===== src/pkg/dof_pkg.sv =====
`default_nettype none

package dof_pkg;

  // Register byte offsets on the APB
  localparam logic [11:0] ADDR_CLOCK_MODE  = 12'h000;
  localparam logic [11:0] ADDR_OUTPUT_MODE = 12'h004;
  localparam logic [11:0] ADDR_DATA_FORMAT = 12'h008;
  localparam logic [11:0] ADDR_STATUS      = 12'h00C;

  // Clock mode register fields
  localparam int CLK_DCS_BIT    = 0;
  localparam int CLK_PHASE_LSB  = 1;
  localparam int CLK_INVERT_BIT = 3;

  // Output mode register fields
  localparam int OUT_MODE_LSB    = 0;
  localparam int OUT_CURRENT_LSB = 2;
  localparam int OUT_TERM_BIT    = 5;

  // Data format register fields
  localparam int FMT_TWOS_BIT = 0;
  localparam int FMT_RAND_BIT = 1;

  // Status register fields
  localparam int STAT_LOCK_BIT   = 0;
  localparam int STAT_DCS_BIT    = 1;
  localparam int STAT_PERIOD_LSB = 8;

  // Reset values: every mode bit clears to zero
  localparam logic [7:0] CLOCK_MODE_RST  = 8'h00;
  localparam logic [7:0] OUTPUT_MODE_RST = 8'h00;
  localparam logic [7:0] DATA_FORMAT_RST = 8'h00;

  // Sample word and lane geometry
  localparam int          CODE_WIDTH = 16;
  localparam int          LANES      = 8;
  localparam logic [15:0] CODE_MAX   = 16'hFFFF;
  localparam logic [15:0] CODE_MIN   = 16'h0000;

  // Encode cycles of steady period before the stabilizer counts as locked
  localparam int LOCK_CYCLES = 100;

  // Output modes
  typedef enum logic [1:0] {
    OUT_FULL_CMOS = 2'b00,
    OUT_DDR_CMOS  = 2'b01,
    OUT_DDR_LVDS  = 2'b10
  } dof_mode_t;

  // LVDS driver current selections; zero is the 3.5 mA default
  localparam logic [2:0] CUR_3P5MA  = 3'h0;
  localparam logic [2:0] CUR_4P0MA  = 3'h1;
  localparam logic [2:0] CUR_4P5MA  = 3'h2;
  localparam logic [2:0] CUR_3P0MA  = 3'h3;
  localparam logic [2:0] CUR_2P5MA  = 3'h4;
  localparam logic [2:0] CUR_2P1MA  = 3'h5;
  localparam logic [2:0] CUR_1P75MA = 3'h6;

  // Stabilizer lock states
  typedef enum logic [1:0] {
    LK_IDLE    = 2'b00,
    LK_ACQUIRE = 2'b01,
    LK_LOCKED  = 2'b10
  } dof_lock_t;

  // Raw result from the converter core
  typedef struct packed {
    logic        over;
    logic        under;
    logic [15:0] code;
  } dof_core_t;

  // Formatted sample with its range flag
  typedef struct packed {
    logic        flag;
    logic [15:0] code;
  } dof_sample_t;

endpackage

`default_nettype wire


===== src/rtl/dof_output_formatter.sv =====
// Implementation choices: the APB slave port and the register offsets.
`timescale 1ns/1ps
`default_nettype none

module dof_output_formatter
  import dof_pkg::*;
#(
  parameter int PERW = 8   // Width of the encode period counter
) (
  // APB slave
  input  wire logic        pclk,
  input  wire logic        presetn,
  input  wire logic        clk_en,
  input  wire logic [11:0] paddr,
  input  wire logic        psel,
  input  wire logic        penable,
  input  wire logic        pwrite,
  input  wire logic [31:0] pwdata,
  output logic      [31:0] prdata,
  output logic             pready,
  output logic             pslverr,
  // Device pins
  input  wire logic        encode_clock_input,
  input  wire logic        programming_style_select,
  input  wire logic        par_dcs_select,
  input  wire logic        par_output_select,
  // Converter core results
  input  wire logic [15:0] ch1_core_code,
  input  wire logic        ch1_core_over,
  input  wire logic        ch1_core_under,
  input  wire logic [15:0] ch2_core_code,
  input  wire logic        ch2_core_over,
  input  wire logic        ch2_core_under,
  // Sample outputs
  output logic             forwarded_sample_clock,
  output logic      [15:0] data_ch1,
  output logic      [15:0] data_ch2,
  output logic             range_flag_ch1,
  output logic             range_flag_ch2,
  output logic       [7:0] ch1_lane_bits,
  output logic       [7:0] ch2_lane_bits,
  output logic             shared_range_flag,
  // Output driver controls and status
  output dof_mode_t        output_mode,
  output logic       [2:0] lvds_current_sel,
  output logic             lvds_termination,
  output logic             lvds_current_double,
  output logic             sample_clock_locked
);

  // Period counter must hold a few cycles and fit the status field
  if (PERW < 4 || PERW > 16) begin : g_bad_perw
    $error("PERW must lie between 4 and 16");
  end

  localparam logic [PERW-1:0] PER_MAX = {PERW{1'b1}};

  // Software registers
  logic [7:0] clock_mode_register;    // Stabilizer, phase, invert
  logic [7:0] output_mode_register;   // Mode, current, termination
  logic [7:0] data_format_register;   // Twos complement, randomizer

  // Pin synchronisers; stage one is read only by stage two
  logic      enc_s1, enc_s2, enc_s3;
  logic      style_s1, style_s2;
  logic      pdcs_s1, pdcs_s2;
  logic      pout_s1, pout_s2;
  dof_core_t core1_s1, core1_s2, core2_s1, core2_s2;

  // Timing state
  logic [PERW-1:0] ph_cnt;            // Cycles since last encode rise
  logic [PERW-1:0] period;            // Last measured encode period
  logic [7:0]      lock_cnt;          // Steady periods seen
  dof_lock_t       lock_state;
  logic            int_hi_q;          // Internal sample clock, delayed

  // Sample pipeline
  dof_sample_t cap1, cap2;            // Taken at encode rise
  dof_sample_t word1, word2;          // Word being presented

  // APB decode
  wire       apb_setup  = psel & ~penable;
  wire       apb_access = psel & penable & ~pready;
  wire       hit_clk    = (paddr == ADDR_CLOCK_MODE);
  wire       hit_out    = (paddr == ADDR_OUTPUT_MODE);
  wire       hit_fmt    = (paddr == ADDR_DATA_FORMAT);
  wire       hit_stat   = (paddr == ADDR_STATUS);
  wire       addr_ok    = hit_clk | hit_out | hit_fmt | hit_stat;
  // Write lands only at the edge that completes the transfer
  wire       wr_en      = psel & penable & pready & pwrite & clk_en;

  // Effective configuration: parallel style overrides from pins
  wire       parallel   = style_s2;
  wire       dcs_en     = parallel ? pdcs_s2 : clock_mode_register[CLK_DCS_BIT];
  wire [1:0] phase_sel  = clock_mode_register[CLK_PHASE_LSB +: 2];
  wire       clk_invert = clock_mode_register[CLK_INVERT_BIT];
  // Formatting bits are serial-only, so parallel style sees defaults
  wire       twos_en    = ~parallel & data_format_register[FMT_TWOS_BIT];
  wire       rand_en    = ~parallel & data_format_register[FMT_RAND_BIT];
  wire [1:0] reg_mode   = output_mode_register[OUT_MODE_LSB +: 2];
  wire [2:0] cur_sel    = parallel ? CUR_3P5MA : output_mode_register[OUT_CURRENT_LSB +: 3];
  wire       term_en    = ~parallel & output_mode_register[OUT_TERM_BIT];

  // Mode select; the pin can only pick full CMOS or DDR LVDS
  dof_mode_t next_mode;
  always_comb begin
    if (parallel) begin
      next_mode = pout_s2 ? OUT_DDR_LVDS : OUT_FULL_CMOS;
    end else begin
      case (reg_mode)
        2'b01:   next_mode = OUT_DDR_CMOS;
        2'b10:   next_mode = OUT_DDR_LVDS;
        default: next_mode = OUT_FULL_CMOS;
      endcase
    end
  end
  wire ddr = (next_mode != OUT_FULL_CMOS);

  // Encode edge and period measurement
  wire            enc_rise   = enc_s2 & ~enc_s3;
  wire [PERW-1:0] next_period = (ph_cnt == PER_MAX) ? PER_MAX : ph_cnt + 1'b1;
  wire [PERW-1:0] per_diff   = (next_period > period) ? next_period - period
                                                      : period - next_period;
  // One cycle of slack absorbs the sampling jitter of the edge detector
  wire            period_match = (per_diff <= {{(PERW-1){1'b0}}, 1'b1});
  wire [PERW-1:0] half       = period >> 1;

  // Stabilized clock is high for the first half period regardless of input duty
  wire int_hi = dcs_en ? (ph_cnt < half) : enc_s2;
  wire fall_evt = int_hi_q & ~int_hi;
  wire rise_evt = ~int_hi_q & int_hi;

  // Phase delay in eighths of a period; forced to zero without stabilizer
  wire [PERW+1:0] shift_prod = {2'b00, period} * {{PERW{1'b0}}, phase_sel};
  wire [PERW-1:0] shift      = dcs_en ? {1'b0, shift_prod[PERW+1:3]} : '0;
  wire [PERW-1:0] ph_shift   = ph_cnt - shift + ((ph_cnt < shift) ? period : '0);
  wire            fwd_hi     = dcs_en ? (ph_shift < half) : enc_s2;

  // Clamp, then format, then randomize
  function automatic dof_sample_t fmt_sample(dof_core_t raw, logic twos, logic rnd);
    dof_sample_t s;
    s.flag = raw.over | raw.under;
    s.code = raw.over ? CODE_MAX : (raw.under ? CODE_MIN : raw.code);
    if (twos) begin
      s.code[15] = ~s.code[15];
    end
    if (rnd) begin
      s.code[15:1] = s.code[15:1] ^ {15{s.code[0]}};
    end
    return s;
  endfunction

  // Source words for the lanes: a falling event starts the new sample
  wire [15:0] src1 = fall_evt ? cap1.code : word1.code;
  wire [15:0] src2 = fall_evt ? cap2.code : word2.code;
  wire  [7:0] next_lane1, next_lane2;

  // Each lane shows the even bit while low and the odd bit while high
  for (genvar i = 0; i < LANES; i++) begin : g_lane
    assign next_lane1[i] = rise_evt ? src1[2*i+1] : src1[2*i];
    assign next_lane2[i] = rise_evt ? src2[2*i+1] : src2[2*i];
  end

  // Shared flag: channel 2 while low, channel 1 while high
  wire next_shared = rise_evt ? word1.flag : cap2.flag;

  // Synchronisers for pins and core results
  always_ff @(posedge pclk or negedge presetn) begin
    if (!presetn) begin
      {enc_s1, enc_s2, enc_s3}  <= 3'h0;
      {style_s1, style_s2}      <= 2'h0;
      {pdcs_s1, pdcs_s2}        <= 2'h0;
      {pout_s1, pout_s2}        <= 2'h0;
      {core1_s1, core1_s2}      <= '0;
      {core2_s1, core2_s2}      <= '0;
    end else if (clk_en) begin
      {enc_s3, enc_s2, enc_s1}  <= {enc_s2, enc_s1, encode_clock_input};
      {style_s2, style_s1}      <= {style_s1, programming_style_select};
      {pdcs_s2, pdcs_s1}        <= {pdcs_s1, par_dcs_select};
      {pout_s2, pout_s1}        <= {pout_s1, par_output_select};
      core1_s1 <= {ch1_core_over, ch1_core_under, ch1_core_code};
      core1_s2 <= core1_s1;
      core2_s1 <= {ch2_core_over, ch2_core_under, ch2_core_code};
      core2_s2 <= core2_s1;
    end
  end

  // Phase counter restarts on every encode rise
  always_ff @(posedge pclk or negedge presetn) begin
    if (!presetn) begin
      ph_cnt <= '0;
      period <= '0;
    end else if (clk_en) begin
      ph_cnt <= enc_rise ? '0 : (ph_cnt == PER_MAX ? PER_MAX : ph_cnt + 1'b1);
      if (enc_rise) begin
        period <= next_period;
      end
    end
  end

  // Lock tracker: a period change restarts the count
  always_ff @(posedge pclk or negedge presetn) begin
    if (!presetn) begin
      lock_state <= LK_IDLE;
      lock_cnt   <= 8'h00;
    end else if (clk_en) begin
      if (!dcs_en) begin
        lock_state <= LK_IDLE;
        lock_cnt   <= 8'h00;
      end else if (enc_rise) begin
        case (lock_state)
          LK_IDLE: begin
            lock_state <= LK_ACQUIRE;
            lock_cnt   <= 8'h00;
          end
          LK_ACQUIRE: begin
            if (!period_match) begin
              lock_cnt <= 8'h00;
            end else if (lock_cnt == 8'(LOCK_CYCLES - 1)) begin
              lock_state <= LK_LOCKED;
              lock_cnt   <= 8'(LOCK_CYCLES);
            end else begin
              lock_cnt <= lock_cnt + 8'h01;
            end
          end
          LK_LOCKED: begin
            // Frequency moved: start the hundred-cycle wait again
            if (!period_match) begin
              lock_state <= LK_ACQUIRE;
              lock_cnt   <= 8'h00;
            end
          end
          default: begin
            lock_state <= LK_IDLE;
            lock_cnt   <= 8'h00;
          end
        endcase
      end
    end
  end

  // Sample capture and presentation
  always_ff @(posedge pclk or negedge presetn) begin
    if (!presetn) begin
      cap1  <= '0;
      cap2  <= '0;
      word1 <= '0;
      word2 <= '0;
    end else if (clk_en) begin
      if (enc_rise) begin
        cap1 <= fmt_sample(core1_s2, twos_en, rand_en);
        cap2 <= fmt_sample(core2_s2, twos_en, rand_en);
      end
      if (fall_evt) begin
        word1 <= cap1;
        word2 <= cap2;
      end
    end
  end

  // Output pins; data and forwarded clock leave the same flop stage
  always_ff @(posedge pclk or negedge presetn) begin
    if (!presetn) begin
      int_hi_q               <= 1'b0;
      forwarded_sample_clock <= 1'b0;
      {data_ch1, data_ch2}   <= 32'h0000_0000;
      {range_flag_ch1, range_flag_ch2} <= 2'h0;
      {ch1_lane_bits, ch2_lane_bits}   <= 16'h0000;
      shared_range_flag      <= 1'b0;
      output_mode            <= OUT_FULL_CMOS;
      lvds_current_sel       <= CUR_3P5MA;
      lvds_termination       <= 1'b0;
      lvds_current_double    <= 1'b0;
      sample_clock_locked    <= 1'b0;
    end else if (clk_en) begin
      int_hi_q               <= int_hi;
      forwarded_sample_clock <= fwd_hi ^ clk_invert;
      output_mode            <= next_mode;
      lvds_current_sel       <= cur_sel;
      lvds_termination       <= term_en;
      lvds_current_double    <= term_en;
      sample_clock_locked    <= (lock_state == LK_LOCKED);
      if (ddr) begin
        // Unused full-rate pins rest low in DDR modes
        {data_ch1, data_ch2}             <= 32'h0000_0000;
        {range_flag_ch1, range_flag_ch2} <= 2'h0;
        if (fall_evt || rise_evt) begin
          ch1_lane_bits     <= next_lane1;
          ch2_lane_bits     <= next_lane2;
          shared_range_flag <= next_shared;
        end
      end else begin
        {ch1_lane_bits, ch2_lane_bits} <= 16'h0000;
        shared_range_flag              <= 1'b0;
        if (fall_evt) begin
          data_ch1       <= cap1.code;
          data_ch2       <= cap2.code;
          range_flag_ch1 <= cap1.flag;
          range_flag_ch2 <= cap2.flag;
        end
      end
    end
  end

  // APB register writes; reserved bits are not stored
  always_ff @(posedge pclk or negedge presetn) begin
    if (!presetn) begin
      clock_mode_register  <= CLOCK_MODE_RST;
      output_mode_register <= OUTPUT_MODE_RST;
      data_format_register <= DATA_FORMAT_RST;
    end else if (wr_en) begin
      if (hit_clk) begin
        clock_mode_register <= {4'h0, pwdata[3:0]};
      end
      if (hit_out) begin
        output_mode_register <= {2'h0, pwdata[5:0]};
      end
      if (hit_fmt) begin
        data_format_register <= {6'h0, pwdata[1:0]};
      end
    end
  end

  // Read mux; status shows lock state and measured period
  logic [31:0] next_prdata;
  always_comb begin
    next_prdata = 32'h0000_0000;
    if (hit_clk) begin
      next_prdata[7:0] = clock_mode_register;
    end else if (hit_out) begin
      next_prdata[7:0] = output_mode_register;
    end else if (hit_fmt) begin
      next_prdata[7:0] = data_format_register;
    end else if (hit_stat) begin
      next_prdata[STAT_LOCK_BIT] = (lock_state == LK_LOCKED);
      next_prdata[STAT_DCS_BIT]  = dcs_en;
      next_prdata[STAT_PERIOD_LSB +: PERW] = period;
    end
  end

  // APB answer: pready in the second access cycle, error on unmapped
  always_ff @(posedge pclk or negedge presetn) begin
    if (!presetn) begin
      pready  <= 1'b0;
      pslverr <= 1'b0;
      prdata  <= 32'h0000_0000;
    end else if (clk_en) begin
      pready  <= apb_access;
      pslverr <= apb_access & ~addr_ok;
      if (apb_access && !pwrite) begin
        prdata <= next_prdata;
      end else if (apb_setup) begin
        prdata <= 32'h0000_0000;
      end
    end
  end

  // Over-range input clamps to full code with the flag raised
  AST_CLAMP_HIGH: assert property (@(posedge pclk) disable iff (!presetn)
    clk_en && enc_rise && core1_s2.over && !twos_en && !rand_en
      |=> cap1.code == CODE_MAX && cap1.flag)
    else $error("over-range sample not clamped");

  // Twos complement differs from offset binary only in the MSB
  AST_TWOS_MSB: assert property (@(posedge pclk) disable iff (!presetn)
    clk_en && enc_rise && twos_en && !rand_en && !core1_s2.over && !core1_s2.under
      |=> cap1.code == {~$past(core1_s2.code[15]), $past(core1_s2.code[14:0])})
    else $error("twos complement code wrong");

  // Undoing the randomizer with the LSB restores the sample
  AST_RANDOMIZE: assert property (@(posedge pclk) disable iff (!presetn)
    clk_en && enc_rise && rand_en && !twos_en && !core1_s2.over && !core1_s2.under
      |=> (cap1.code ^ {{15{cap1.code[0]}}, 1'b0}) == $past(core1_s2.code))
    else $error("randomized word does not decode");

  // Full-rate data only moves as the unshifted forwarded clock falls
  AST_FULL_FALL: assert property (@(posedge pclk) disable iff (!presetn)
    clk_en && output_mode == OUT_FULL_CMOS && $past(output_mode) == OUT_FULL_CMOS
      && phase_sel == 2'b00 && !clk_invert && data_ch1 != $past(data_ch1)
      |-> !forwarded_sample_clock && $past(forwarded_sample_clock))
    else $error("full-rate data changed off the falling edge");

  // Even bit shows after the falling event
  AST_LANE_EVEN: assert property (@(posedge pclk) disable iff (!presetn)
    clk_en && ddr && fall_evt |=> ch1_lane_bits[0] == $past(cap1.code[0])
      && ch1_lane_bits[7] == $past(cap1.code[14]))
    else $error("lane did not show even bits");

  // Channel 1 flag follows the rising event
  AST_SHARED_CH1: assert property (@(posedge pclk) disable iff (!presetn)
    clk_en && ddr && rise_evt |=> shared_range_flag == $past(word1.flag))
    else $error("shared flag not channel 1 while high");

  // Lock arrives on the hundredth steady period
  AST_LOCK_COUNT: assert property (@(posedge pclk) disable iff (!presetn)
    clk_en && dcs_en && enc_rise && lock_state == LK_ACQUIRE && period_match
      && lock_cnt == 8'(LOCK_CYCLES - 1) |=> clk_en |-> ##1 sample_clock_locked)
    else $error("stabilizer lock timing wrong");

  // Parallel style never produces DDR CMOS
  AST_PAR_MODE: assert property (@(posedge pclk) disable iff (!presetn)
    clk_en && parallel |=> output_mode != OUT_DDR_CMOS)
    else $error("DDR CMOS reached from parallel style");

  // No phase delay without the stabilizer: forwarded clock follows the encode level
  AST_SHIFT_DCS: assert property (@(posedge pclk) disable iff (!presetn)
    clk_en && !dcs_en |=> forwarded_sample_clock == ($past(enc_s2) ^ $past(clk_invert)))
    else $error("phase shift active with stabilizer off");

endmodule

`default_nettype wire


===== config.mk =====
export PLATFORM = sky130hd
export DESIGN_NAME = dof_output_formatter
export DESIGN_NICKNAME = d
export VERILOG_FILES = /design/src/pkg/dof_pkg.sv /design/src/rtl/dof_output_formatter.sv
export SDC_FILE = /design/constraint.sdc
export NUM_CORES = 1
export LEC_CHECK = 0
export ABC_AREA = 0
export BUFFER_PORTS_ARGS = -buffer_cell sky130_fd_sc_hd__buf_2
export CORE_MARGIN = 2
export CORE_UTILIZATION = 51
export CTS_CLUSTER_DIAMETER = 100
export DETAILED_ROUTE_END_ITERATION = 16
export GPL_ROUTABILITY_DRIVEN = 0
export PLACE_DENSITY = 0.83
export SLEW_MARGIN = 5
export SYNTH_ARGS = -nofsm -noshare
export SYNTH_HDL_FRONTEND = slang
export SYNTH_SLANG_ARGS = --single-unit

===== constraint.sdc =====
create_clock -name pclk -period 9.1 [get_ports pclk]
set_clock_uncertainty 0.2 [all_clocks]
set_input_delay 0.455 -clock pclk [delete_from_list [all_inputs] [get_ports pclk]]
set_output_delay 0.455 -clock pclk [all_outputs]
set_load 0.005 [all_outputs]

==> implementation parameters <==
Parameter                              Value

Power and ir drop
  Peak supply drop ... 0.140 mV
  Leak Pwr ... 7.44 nW
  Power density over cell area ... around 280 nW/um^2

Floorplanning
  Standard-cell row count ... 58
  Area of the core ... 25300 um^2
  Initial Utilization ... 0.521
  Die Height ... 165 um
  Full die area ... 27200 um^2
  Number of placed I/O pins ... 184
  Overall die width ... 165 um

GRT
  Number of global-route vias before repair ... 9666
  Overall global routing resource usage ... 0.230
  Global-route wire length before repair ... 50100 um
  Largest net degree at the start of global routing ... between 100 and 150
  Antenna violations before repair ... 1
  Grt total ovfl ... 0

Critical path
  Worst Path Class, Setup ... reg -> reg
  Biggest cell delay along the critical path ... 0.51 ns
  Number of cells on the worst reg-to-reg path ... 29
  Critical path data required time ... 9.32 ns
  Cell with the biggest individual delay on the critical path ... dfrtp_1
  Crit Path Max Fanout ... 8
  Capturing element type of the critical path ... register
  Crit start category ... register
  Most common cell type on the critical path ... a21oi_1
  Worst reg2reg path startpoint ... period[1]
  Signal arrival time at the worst endpoint ... 7.59 ns
  CP Launch Point ... period[1]

CTS
  Master cell of the clock root buffer ... clkbuf_16
  Maximum clock path buffer count ... 3
  Clock slew at reported path FFs ... 0.06 ns
  Total clock buffers created by CTS ... 27
  Clock tree from TritonCTS ... done
  Max H-tree Level ... 1
  Clock latency on the worst-skew pair ... between 0.5 and 0.6 ns
  # clock sinks ... 262

Placement
  Placed Instance Area ... approximately 14000 um^2
  Number of port buffers ... 139
  HPWL Detailed ... roughly 21000 um

Synth
  Sequential share of the synthesized area ... 0.497
  Number of warning messages in the yosys log ... 0
  Share of synthesized flip-flops with an asynchronous set or reset ... 1.00
  Number of instances in the synthesized netlist ... 1172
  Synthesized area divided by synthesized cell count ... 11.3 um^2
  Cell type with the largest total area after synthesis ... dfrtp_1
  Cells taking the most area after synthesis ... dfrtp_1 (50%), mux2_2 (11%), ha_1 (4.8%), o21ai_0 (3.3%), mux4_2 (3.1%)
  Flops & latches, synth ... about 260
  Number of flops mapped to enable cells by yosys ... 0
  Commonest register cell after synthesis ... dfrtp_1
  Fraction of post-synthesis cell area in the top cell type by area ... 0.497
  Number of different library cells in the post-synthesis netlist ... 69
  Synthesized area ... 13200 um^2

Timing
  Maximum clock rate ... roughly 0.14 GHz
  Setup repair after global routing missed its margin ... false
  Final critical-path required period ... 7.37 ns
  Number of failing hold endpoints at the final stage ... 0
  Number of max-slew violations in the final report ... 0
  Worst-case hold slack ... approximately 0.048 ns
  Post-route setup TNS ... 0 ns
  Final worst-path cycle share ... 0.810
  Setup-violating endpoint count in the final report ... 0
  Least-Margin Pin Slew ... 1.01 ns
  Relative slew margins ... 0.327

Drt
  Post-route antenna net violation count ... 0
  Drt via density ... 5.66
  Final routed DRC violation total ... 0
  Total via count in the routed design ... 9555
  Routed Wire Length ... 30700 um
  Detailed Route Iter0 Violations ... around 720
  Detail-routed net length per standard cell ... 18.2 um
  TritonRoute pass-1 iters ... 5

Finish
  Leading cell types in the layout, fill and taps excluded ... dfrtp_1 (262), buf_2 (137), mux2_2 (127)
  Commonest non-fill, non-tap cell in the layout ... dfrtp_1
  Combined flip-flop and latch cell area ... 6560 um^2
  Multi-input gate area ... ~6000 um^2
  Net count reported at finish ... 1492
  Layout cells sized above 1 ... 0.262
  Area Growth Syn to Fin ... 17.2%
  Final Instance Area ... 15500 um^2
  Fill cell instance count of the final layout ... 1966

Min path
  Path category of the worst min-delay check ... in -> reg
  Min-Delay Path Depth ... 3
  Hold Path Origin ... paddr[10]

Job
  MaxCap Viol Count ... 0

Status
  Outcome ... completed
[registers in the layout, summed over array words and instances (netlist names), 4 cells and up]
signal / flops
ch1_lane_bits: 8
core2_s1: 18
word1: 17
ph_cnt: 8
clock_mode_register: 4
core1_s1: 18
output_mode_register: 6
prdata: 14
core1_s2: 18
cap1: 17
ch2_lane_bits: 8
data_ch2: 16
core2_s2: 18
word2: 16
period: 8
lock_cnt: 8
data_ch1: 16
cap2: 17
[where the power goes]
part / internal [mW] / leakage (nW) / switching (mW)
registers: 1.45 / 3.31 / 0.249
logic: 0.785 / 3.70 / 0.820
clock network: 0.651 / 0.434 / 0.454
[logic make-up after synthesis]
group | Yosys count | synth area share
compound gates | 255 | 0.125
xor+xnor | 54 | 0.0358
fa+ha+maj | 60 | 0.0620
buf+inv | 158 | 0.0510
flops | 262 | 0.497
mux | 152 | 0.144
other cells | 1 | 0.000284
simple gates | 230 | 0.0848
[metrics by stage]
step                      std cells   util  power [mW]  worst slack, ns
after global placement         1596  0.558        3.18             2.19
final                          1688  0.611        4.41             1.73
after global routing           1688  0.611        4.69             1.24
after detailed placement       1596  0.558        3.28             1.86
after floorplan                1189      -        2.81             2.71
after CTS                      1687  0.611        4.42             1.81
[path summary, 6_finish.rpt]
check	end	slack [ns]
setup / recovery	forwarded_sample_clock	1.73
hold / removal	pslverr	0.05
setup reg to reg	forwarded_sample_clock	1.73
hold reg to reg	shared_range_flag	0.28
max in group asynchronous	clock_mode_register[2]	6.75
min in group asynchronous	ph_cnt[3]	0.33
[critical path, delay by kind of cell, from the launching register on]
family	cells	cell delay (ns)
compound gates	15	3.06
xor+xnor	3	0.46
fa+ha+maj	5	1.83
buf+inv	1	0.07
flops	1	0.51
mux	1	0.26
simple gates	4	0.86
[synthesized netlist by cell type (13+ instances only)]
master      n
dfrtp_1   262
mux2_2    127
nand2_1   108
o21ai_0    86
inv_1      84
a21oi_1    57
ha_1       51
clkbuf_1   48
a22o_1     46
xnor2_1    45
nor2_1     29
buf_4      21
mux4_2     18
a21o_1     15
and2_1     15
nand3_1    13
[area by class of cell]
| type | count | share of cell area |
|---|---|---|
| Sequential cell | 262 | 0.424 |
| Multi-Input combinational cell | 769 | 0.391 |
| Timing Repair Buffer | 198 | 0.0820 |
| Clock buffer | 33 | 0.0470 |
| Tap cell | 330 | 0.0267 |
| Inverter | 84 | 0.0204 |
| Clock inverter | 11 | 0.00954 |
| Antenna cell | 1 | 0.000162 |
[per-layer routing]
| metal | up-vias | share of wire | GRT usage |
|---|---|---|---|
| li1 | 4429 | - | - |
| met1 | 4732 | 0.44 | 0.311 |
| met2 | 342 | 0.49 | 0.389 |
| met3 | 52 | 0.056 | 0.0349 |
| met4 | 0 | 0.021 | 0.0625 |
| met5 | - | 0 | 0 |
[what timing repair did]
item                      CTS  global route
hold buffers               47             0
buffers inserted            0             0
resized for setup           0             0
hold endpoints to repair  151             0
Note: power is estimated with default switching activity, not from simulation.
